--- config.mk ---
export PLATFORM = sky130hd
export DESIGN_NAME = dao_top
export DESIGN_NICKNAME = d
export VERILOG_FILES = /design/src/design/dao_pkg.sv /design/src/design/dao_fifo.sv /design/src/design/dao_top.sv
export VERILOG_INCLUDE_DIRS = /design/src /design/src/design
export SDC_FILE = /design/constraint.sdc
export NUM_CORES = 1
export LEC_CHECK = 0
export ABC_CLOCK_PERIOD_IN_PS = 5050
export BUFFER_PORTS_ARGS = -buffer_cell sky130_fd_sc_hd__buf_2
export CAP_MARGIN = 10
export CORE_MARGIN = 4
export CORE_UTILIZATION = 43
export CTS_CLUSTER_SIZE = 30
export DETAILED_ROUTE_END_ITERATION = 7
export GPL_ROUTABILITY_DRIVEN = 0
export SLEW_MARGIN = 20
export SYNTH_ARGS = -nofsm -noshare
export SYNTH_HDL_FRONTEND = slang
export SYNTH_HIERARCHICAL = 1
export SYNTH_SLANG_ARGS = --single-unit
--- constraint.sdc ---
create_clock -name core_clk -period 5.05 [get_ports core_clk]
set_input_delay 0.2525 -clock core_clk [delete_from_list [all_inputs] [get_ports core_clk]]
set_output_delay 0.2525 -clock core_clk [all_outputs]
set_load 0.01 [all_outputs]
--- src/design/dao_params.svh ---
// Constants of the dual converter output interface.
// Assumes inclusion by bare name from design files under design/.
`ifndef DAO_PARAMS_SVH
`define DAO_PARAMS_SVH

// ---------------------------------------------------------------
// Result word layout
// ---------------------------------------------------------------
`define DAO_CODE_W 8
`define DAO_MSB_POS 7
`define DAO_LSB_POS 0

// ---------------------------------------------------------------
// Reset values and timing
// ---------------------------------------------------------------
`define DAO_RESET_CODE 8'h00
`define DAO_LATENCY 5
`define DAO_FIFO_DEPTH 4

`endif

--- src/design/dao_pkg.sv ---
// Types shared by the dual converter output interface.
// Assumes dao_params.svh for the word layout.
`include "dao_params.svh"

package dao_pkg;

   // ---------------------------------------------------------------
   // One channel result: sign-bearing msb and the remaining bits
   // ---------------------------------------------------------------
   typedef struct packed {
      logic msb;
      logic [`DAO_MSB_POS-1:`DAO_LSB_POS] body;
   } dao_code_t;

endpackage : dao_pkg

--- src/design/dao_fifo.sv ---
// Small synchronous FIFO with valid and ready on both sides.
// Assumes one clock and a synchronous active-low reset.
`timescale 1ns/1ps
`include "dao_params.svh"

module dao_fifo #(
   parameter int WIDTH = `DAO_CODE_W,
   parameter int DEPTH = `DAO_FIFO_DEPTH
) (
   input wire logic core_clk, // Core clock
   input wire logic rst_n, // Synchronous reset, active low
   input wire logic [WIDTH-1:0] in_data, // Word to store
   input wire logic in_valid, // Word offered
   output logic in_ready, // Room for a word
   output logic [WIDTH-1:0] out_data, // Oldest word
   output logic out_valid, // Oldest word present
   input wire logic out_ready // Oldest word taken
);

   localparam int AW = $clog2(DEPTH);

   // ---------------------------------------------------------------
   // Elaboration check
   // ---------------------------------------------------------------
   if (DEPTH < 2 || (DEPTH & (DEPTH - 1)) != 0)
   begin : g_bad_depth
      $error("dao_fifo: DEPTH must be a power of two of at least 2");
   end

   // ---------------------------------------------------------------
   // Storage and pointers
   // ---------------------------------------------------------------
   logic [WIDTH-1:0] mem_q [DEPTH];
   logic [AW-1:0] wr_q;
   logic [AW-1:0] rd_q;
   logic [AW:0] count_q;
   logic [AW:0] count_d;
   logic ready_q;
   logic push;
   logic pop;

   assign push = in_valid & ready_q;
   assign pop = out_valid & out_ready;
   assign in_ready = ready_q;
   assign out_valid = (count_q != '0);
   assign out_data = mem_q[rd_q];

   always_comb
   begin
      count_d = count_q;
      if (push && !pop)
      begin
         count_d = count_q + (AW + 1)'(1);
      end
      else if (pop && !push)
      begin
         count_d = count_q - (AW + 1)'(1);
      end
   end

   always_ff @(posedge core_clk)
   begin
      if (push)
      begin
         mem_q[wr_q] <= in_data;
      end
   end

   always_ff @(posedge core_clk)
   begin
      if (!rst_n)
      begin
         wr_q <= '0;
         rd_q <= '0;
         count_q <= '0;
         ready_q <= 1'b0;
      end
      else
      begin
         if (push)
         begin
            wr_q <= wr_q + AW'(1);
         end
         if (pop)
         begin
            rd_q <= rd_q + AW'(1);
         end
         count_q <= count_d;
         ready_q <= (count_d != (AW + 1)'(DEPTH));
      end
   end

endmodule : dao_fifo

--- src/design/dao_top.sv ---
// Digital output side of a dual-channel 8-bit pipelined converter.
// Assumes raw codes arrive from core logic on core_clk; the sample
// clocks and the static straps arrive as pins and are synchronised.
//
// Functional notes
// - Each result reaches its output latch 5 sample clocks after sampling.
// - Format select low gives offset binary; high inverts the msb.
// - I result is 8 bits, bit 7 msb, bit 0 lsb.
// - Q result is 8 bits, bit 0 lsb, bit 7 msb.
// - Each channel is fully pipelined, taking a sample every clock.
`timescale 1ns/1ps
`include "dao_params.svh"

module dao_top #(
   parameter int LATENCY = `DAO_LATENCY,
   parameter int FIFO_DEPTH = `DAO_FIFO_DEPTH
) (
   input wire logic core_clk, // Core clock, 200 MHz
   input wire logic rst_n, // Synchronous reset, active low
   input wire logic i_channel_sample_clock, // I sample clock pin
   input wire logic q_channel_sample_clock, // Q sample clock pin
   input wire logic output_format_select, // 0 offset binary, 1 twos
   input wire logic mode_select_first, // Mode strap 1
   input wire logic mode_select_second, // Mode strap 2
   input wire logic [`DAO_MSB_POS:`DAO_LSB_POS] i_code_in, // I raw code
   input wire logic i_code_valid, // I raw code offered
   output logic i_code_ready, // I buffer has room
   input wire logic [`DAO_MSB_POS:`DAO_LSB_POS] q_code_in, // Q raw code
   input wire logic q_code_valid, // Q raw code offered
   output logic q_code_ready, // Q buffer has room
   output logic [`DAO_MSB_POS:`DAO_LSB_POS] i_result, // I output latch
   output logic [`DAO_MSB_POS:`DAO_LSB_POS] q_result, // Q output latch
   output logic i_result_update, // I latch reloaded
   output logic q_result_update, // Q latch reloaded
   output logic [1:0] mode_select_q // Synchronised mode straps
);

   // ---------------------------------------------------------------
   // Elaboration check
   // ---------------------------------------------------------------
   if (LATENCY < 1)
   begin : g_bad_latency
      $error("dao_top: LATENCY must be at least 1");
   end

   if (FIFO_DEPTH < 2 || (FIFO_DEPTH & (FIFO_DEPTH - 1)) != 0)
   begin : g_bad_depth
      $error("dao_top: FIFO_DEPTH must be a power of two of at least 2");
   end

   // ---------------------------------------------------------------
   // Pin synchronisers for straps
   // ---------------------------------------------------------------
   logic fmt_meta_q;
   logic fmt_q;
   logic [1:0] mode_meta_q;
   logic [1:0] mode_q;

   always_ff @(posedge core_clk)
   begin
      if (!rst_n)
      begin
         fmt_meta_q <= 1'b0;
         fmt_q <= 1'b0;
      end
      else
      begin
         fmt_meta_q <= output_format_select;
         fmt_q <= fmt_meta_q;
      end
   end

   always_ff @(posedge core_clk)
   begin
      if (!rst_n)
      begin
         mode_meta_q <= 2'h0;
         mode_q <= 2'h0;
      end
      else
      begin
         mode_meta_q <= {mode_select_second, mode_select_first};
         mode_q <= mode_meta_q;
      end
   end

   assign mode_select_q = mode_q;

   // ---------------------------------------------------------------
   // Per-channel wiring: index 0 is I, index 1 is Q
   // ---------------------------------------------------------------
   logic [1:0] sclk_pin;
   logic [1:0] code_valid;
   logic [1:0] code_ready;
   logic [1:0] update_q;
   dao_pkg::dao_code_t code_in [2];
   dao_pkg::dao_code_t result_q [2];

   assign sclk_pin = {q_channel_sample_clock, i_channel_sample_clock};
   assign code_valid = {q_code_valid, i_code_valid};
   assign code_in[0] = i_code_in;
   assign code_in[1] = q_code_in;
   assign i_code_ready = code_ready[0];
   assign q_code_ready = code_ready[1];
   assign i_result = result_q[0];
   assign q_result = result_q[1];
   assign i_result_update = update_q[0];
   assign q_result_update = update_q[1];

   // ---------------------------------------------------------------
   // Channel pipelines
   // ---------------------------------------------------------------
   for (genvar ch = 0; ch < 2; ch++)
   begin : g_chan
      logic sclk_meta_q;
      logic sclk_sync_q;
      logic sclk_prev_q;
      logic sample_edge;
      logic head_valid;
      logic [`DAO_CODE_W-1:0] head_data;
      dao_pkg::dao_code_t last_q;
      dao_pkg::dao_code_t taken;
      dao_pkg::dao_code_t pipe_q [LATENCY];
      dao_pkg::dao_code_t result_d;

      // Rising edge of this channel's sample clock; a shared clock
      // on both pins simply makes both channels step together.
      always_ff @(posedge core_clk)
      begin
         if (!rst_n)
         begin
            sclk_meta_q <= 1'b0;
            sclk_sync_q <= 1'b0;
            sclk_prev_q <= 1'b0;
         end
         else
         begin
            sclk_meta_q <= sclk_pin[ch];
            sclk_sync_q <= sclk_meta_q;
            sclk_prev_q <= sclk_sync_q;
         end
      end

      assign sample_edge = sclk_sync_q & ~sclk_prev_q;

      // Raw codes wait here until their sample clock edge
      dao_fifo #(
         .WIDTH(`DAO_CODE_W),
         .DEPTH(FIFO_DEPTH)
      ) u_fifo (
         .core_clk(core_clk),
         .rst_n(rst_n),
         .in_data(code_in[ch]),
         .in_valid(code_valid[ch]),
         .in_ready(code_ready[ch]),
         .out_data(head_data),
         .out_valid(head_valid),
         .out_ready(sample_edge)
      );

      // An empty buffer at an edge repeats the previous sample
      assign taken = head_valid ? dao_pkg::dao_code_t'(head_data) : last_q;

      always_ff @(posedge core_clk)
      begin
         if (!rst_n)
         begin
            last_q <= `DAO_RESET_CODE;
         end
         else if (sample_edge)
         begin
            last_q <= taken;
         end
      end

      always_ff @(posedge core_clk)
      begin
         if (!rst_n)
         begin
            for (int s = 0; s < LATENCY; s++)
            begin
               pipe_q[s] <= `DAO_RESET_CODE;
            end
         end
         else if (sample_edge)
         begin
            pipe_q[0] <= taken;
            for (int s = 1; s < LATENCY; s++)
            begin
               pipe_q[s] <= pipe_q[s-1];
            end
         end
      end

      // Two's complement differs from offset binary only in the msb
      always_comb
      begin
         result_d = pipe_q[LATENCY-1];
         result_d.msb = pipe_q[LATENCY-1].msb ^ fmt_q;
      end

      // Output latch: loaded from the last stage on the fifth edge
      always_ff @(posedge core_clk)
      begin
         if (!rst_n)
         begin
            result_q[ch] <= `DAO_RESET_CODE;
         end
         else if (sample_edge)
         begin
            result_q[ch] <= result_d;
         end
      end

      // Reload strobe, high in the cycle the new result appears
      always_ff @(posedge core_clk)
      begin
         if (!rst_n)
         begin
            update_q[ch] <= 1'b0;
         end
         else
         begin
            update_q[ch] <= sample_edge;
         end
      end
   end

endmodule : dao_top

# Word level (Yosys, flattened, before mapping)
# Memories as Yosys holds them, arrays and structs flattened. A register that Yosys moved wholly into a read port is not among the register bits.
# Index checks and enable logic that the tools add are counted.
totals:
  ff_bits: 46
  ramBits: 160
  input_bits: 25
  out_inout_bits: 22
  elab_cells: 104
  memories: 5
classes:
  n_addsub: 8
  eq_ne: 2
  mux: 33
  bitwise: 22
  n_reduce_logical: 10
mem_list:
  columns: ["memory", "words", "width", "read_ports", "rd_clocked_by_memory_dff", "wr", "line_no", "text"]
  rows:
  - ["g_chan[0].pipe_q", 5, 8, 5, 0, 5, "dao_top.sv:123", "dao_pkg::dao_code_t pipe_q [LATENCY];"]
  - ["g_chan[1].pipe_q", 5, 8, 5, 0, 5, "dao_top.sv:123", null]
  - ["g_chan[0].u_fifo.mem_q", 4, 8, 1, 1, 1, "dao_fifo.sv:33", "logic [WIDTH-1:0] mem_q [DEPTH];"]
  - ["g_chan[1].u_fifo.mem_q", 4, 8, 1, 1, 1, "dao_fifo.sv:33", null]
  - ["result_q", 2, 8, 2, 0, 2, "dao_top.sv:97", "dao_pkg::dao_code_t result_q [2];"]
op_table:
  columns: ["op", "count"]
  rows:
  - ["8-bit 2-to-1 mux", 14]
  - ["3-bit 2-to-1 mux", 4]
  - ["1-bit OR", 12]
  - ["1-bit 2-to-1 mux", 11]
  - ["2-bit by 1-bit adder with 2-bit output (second input constant)", 4]
  - ["2-bit 2-to-1 mux", 4]
  - ["3-bit by 1-bit adder with 3-bit output (second input constant)", 2]
  - ["1-bit bitwise AND", 6]
  - ["3-bit inequality test (second input constant)", 2]
  - ["3-bit nonzero test", 2]
  - ["3-bit by 1-bit subtractor with 3-bit output (second input constant)", 2]
  - ["1-bit logical AND", 4]
  - ["1-bit zero test", 4]
  - ["1-bit inverter", 2]
  - ["1-bit bitwise XOR", 2]

# Logic depth before layout (Yosys ltp)
depth:
  word_depth: 7
  depth_mapped: 8
  mapped_depth_nobuf: 7

# By module
# Netlist, hierarchy kept.
modules_own_cells:
  columns: ["module", "n_inst", "cells_each", "area_each_um2"]
  rows:
  - ["dao_top", 1, 327, 4830.9]
  - ["dao_fifo at g_chan[0].u_fifo", 1, 106, 1734.2]
  - ["dao_fifo at g_chan[1].u_fifo", 1, 100, 1699.1]

# Least setup slack after synthesis
# Ideal clock, no wire load.
synth_path:
  path_type: "reg-to-reg"
  start: "register g_chan[0].sclk_sync_q"
  end: "memory g_chan[0].pipe_q[0][0] (netlist name) (enable)"
  setup_time_ns: 0.413
  arrival_time_ns: 2.030
  slack_ns: 2.607
  stages_incl_launch_ff: 3
  synth_period_minus_slack_ns: 2.443
  path_cell_list: "dfxtp_1 > nor2b_1 > nand2b_1"
synth_lines:
  columns: ["item", "line_no", "text"]
  rows:
  - ["from (decl)", "dao_top.sv:116", "logic sclk_sync_q;"]
  - ["from (signal assigned)", "dao_top.sv:139", "sclk_sync_q <= sclk_meta_q;"]
  - ["to (decl)", "dao_top.sv:123", null]

==> impl_metrics.yaml <==
yosys:
  async_flop_share_pct: 0
  synth_top_cell_by_area: "edfxtp_1"
  synth.top_cell.area_share_pct: 58.14
  yosys_warnings: 6
  ys.flop_type: "edfxtp_1"
  ys_seq_area_share_pct: 70.25
  syn_inst: 533
  synth-edff-count: 160
  yosys.cell_types.count: 41
  ys_top_cells_by_area: "edfxtp_1 (58%), dfxtp_1 (12%), and2_1 (7.0%), mux4_2 (4.4%), mux2i_1 (3.9%)"
  syn_nets: 572
  ys_ff_latch: 210
  syn_area_per_cell_um2: 15.51
  syn-cell-area_mm2: 0.008264
sta:
  report.final.slew_viol_count: 0
  tns_ps: 0
  relSlewSlack_pct: 34.85
  worst_slew_pin_slew_ps: 977.3
  whs_ps: 21.11
  clock.fmax_mhz: 493.6
  finalSetupViolCount: 0
  rsz0062_at_grt: "false"
  period_needed_ps: 2026
  fin_crit_sh_pct: 40.12
  hold_viol_final: 0
  clock_skew_ps: 6.807
critical_path:
  cp-end-kind: "register"
  crit_type: "register to register"
  setup.worst_path.start_class: "register"
  critPathRequiredTime_ps: 5170
  worst_ep_arrival_time_ps: 2140
  critPathMaxFanout: 48
power:
  power_switching_w: 0.0008775
  pwr-share-clk_pct: 38.4
  intPower_w: 0.003052
  ir_worst_vdd_v: 0.0002160
  total_leakage_power_nw: 3.508
  p_comb_share_pct: 10.5
  p_per_area_mw_per_mm2: 413.5
  pwr-share-seq_pct: 51.1
  swShare_pct: 22.33
route:
  wl_um: 11850
  wl_per_cell_um: 13.56
  drtAntennaViolNets: 0
  drtPass1Iterations: 4
  viasPerCell: 4.672
  drc: 0
  vias: 4083
  drt-initial-drc-count: 212
floorplanning:
  die_w_um: 146.6
  row_count: 50
  die_h_um: 146.6
  coreArea_mm2: 0.01883
  die_area_mm2: 0.02150
  start_util_pct: 43.89
  io_pins: 47
grt:
  track_usage_pct: 11.24
  grt_max_degree: 54
  grt_pass1_vias: 4127
  overflow: 0
  grt_pass1_wl_um: 20060
  antenna_found_initial: 0
layout:
  mostFrequentLayoutCells: "edfxtp_1 (160), and2_1 (92), dfxtp_1 (50), buf_2 (46), nand2_1 (37)"
  layout_commonest_cell: "edfxtp_1"
  layout-drive-gt1-share_pct: 17.10
  final_core_util_pct: 50.46
  num_antenna_cells: 0
  syn2layout_area_growth_pct: 14.97
  finalNetCount: 637
  nFillCells: 1573
clocking:
  cts_buffer_depth: 3
  clkSlewWorstSetupHoldPaths_ps: 50
  clock_sinks: 210
  clk_latency_ps: 490
  htree_levels: 1
  cts_buffers: 22
  cts-root-buf: "clkbuf_16"
  cts_tree: "built"
job:
  max_cap_violations: 0
placement:
  io_buffers: 46
  dp_hpwl_um: 7436
outcome:
  status: "finished, final reports clean"
hold_path:
  hp-class: "primary input to register"
==> flip-flops by register name, summed over array words and instances (netlist names), 4 cells and up, named ones only <==
signal                 count
g_chan.u_fifo/wr_q         4
g_chan.pipe_q             80
g_chan.last_q             16
result_q                  16
g_chan.u_fifo/rd_q         4
g_chan.u_fifo/count_q      6
g_chan.u_fifo/mem_q       64
==> logic make-up after synthesis <==
kind of cell,count (synthesis),synth area share [%]
AOI/OAI and AO/OA,19,1.771
xor gates and xnor gates,11,1.166
adders and majority gates,14,2.120
buffers and inverters,36,3.134
DFF,210,70.25
muxes,48,8.236
and+or+nand+nor,195,13.32
==> power groups by stage <==
stage / Combinational, W / Clock (W) / Sequential, W
after global routing: 0.000463 / 0.00163 / 0.00202
after global placement: 0.000388 / 0 / 0.00204
after detailed placement: 0.000403 / 0 / 0.00204
after CTS: 0.000417 / 0.00156 / 0.00201
after floorplan: 0.000355 / 0 / 0.00203
final: 0.000413 / 0.00151 / 0.00201
==> metal layers <==
layer  vias to the layer above  track usage [%]  share of wire [%]
met5                         -                0                  0
li1                       2035                -                  -
met3                        25            2.421                4.7
met2                        76            17.61                 45
met4                         0            3.904                2.4
met1                      1947            15.63                 48
==> cell type report <==
cell class                 count  area, µm²  share of cell area [%]
sequential                   210       5806                   61.10
multi-input combinational    287       2215                   23.31
clock buffer                  34      636.9                   6.703
timing repair buffer          65      420.4                   4.425
tap                          260      325.3                   3.424
clock inverter                 6      51.30                  0.5399
inverter                      12      47.55                  0.5004
==> worst paths after layout <==
path / startpoint / to / slack (ps) / depth (start not counted)
hold / removal: output_format_select / fmt_meta_q / 20 / 2
setup reg to reg: g_chan[0].sclk_sync_q / g_chan[0].pipe_q[0][31] / 3020 / 2
hold reg to reg: fmt_meta_q / fmt_q / 440 / 1
setup / recovery: g_chan[0].sclk_sync_q / g_chan[0].pipe_q[0][31] / 3020 / 2
==> stage by stage <==
step	instance area [µm²]	power (W)	instances	setup slack [ps]
finish	9502	0.003929	874	3024
global route	9502	0.004113	874	2876
detailed placement	8613	0.002448	815	2646
CTS	9492	0.003985	874	2688
floorplan	8264	0.002388	533	2607
global placement	8613	0.002428	815	2726
==> synth_stat cells, drive strengths merged, types with 7 or more instances <==
library cell	instances
buf	23
edfxtp	160
nor2	29
inv	9
mux2i	32
and3	9
nand2	39
ha	14
dfxtp	50
xnor2	7
and2	92
mux4	16
==> critical path, stage by stage (launching register included) <==
cell	delay, ps
dfxtp_1	400
nor2b_1	570
nand2b_4	660
==> timing repair <==
item | in CTS | in global routing
setup buffers | 0 | 0
endpoints found under the hold margin | 67 | 0
hold buffers | 19 | 0
resized for setup | 0 | 0
Note: power is estimated with default switching activity, not from simulation.
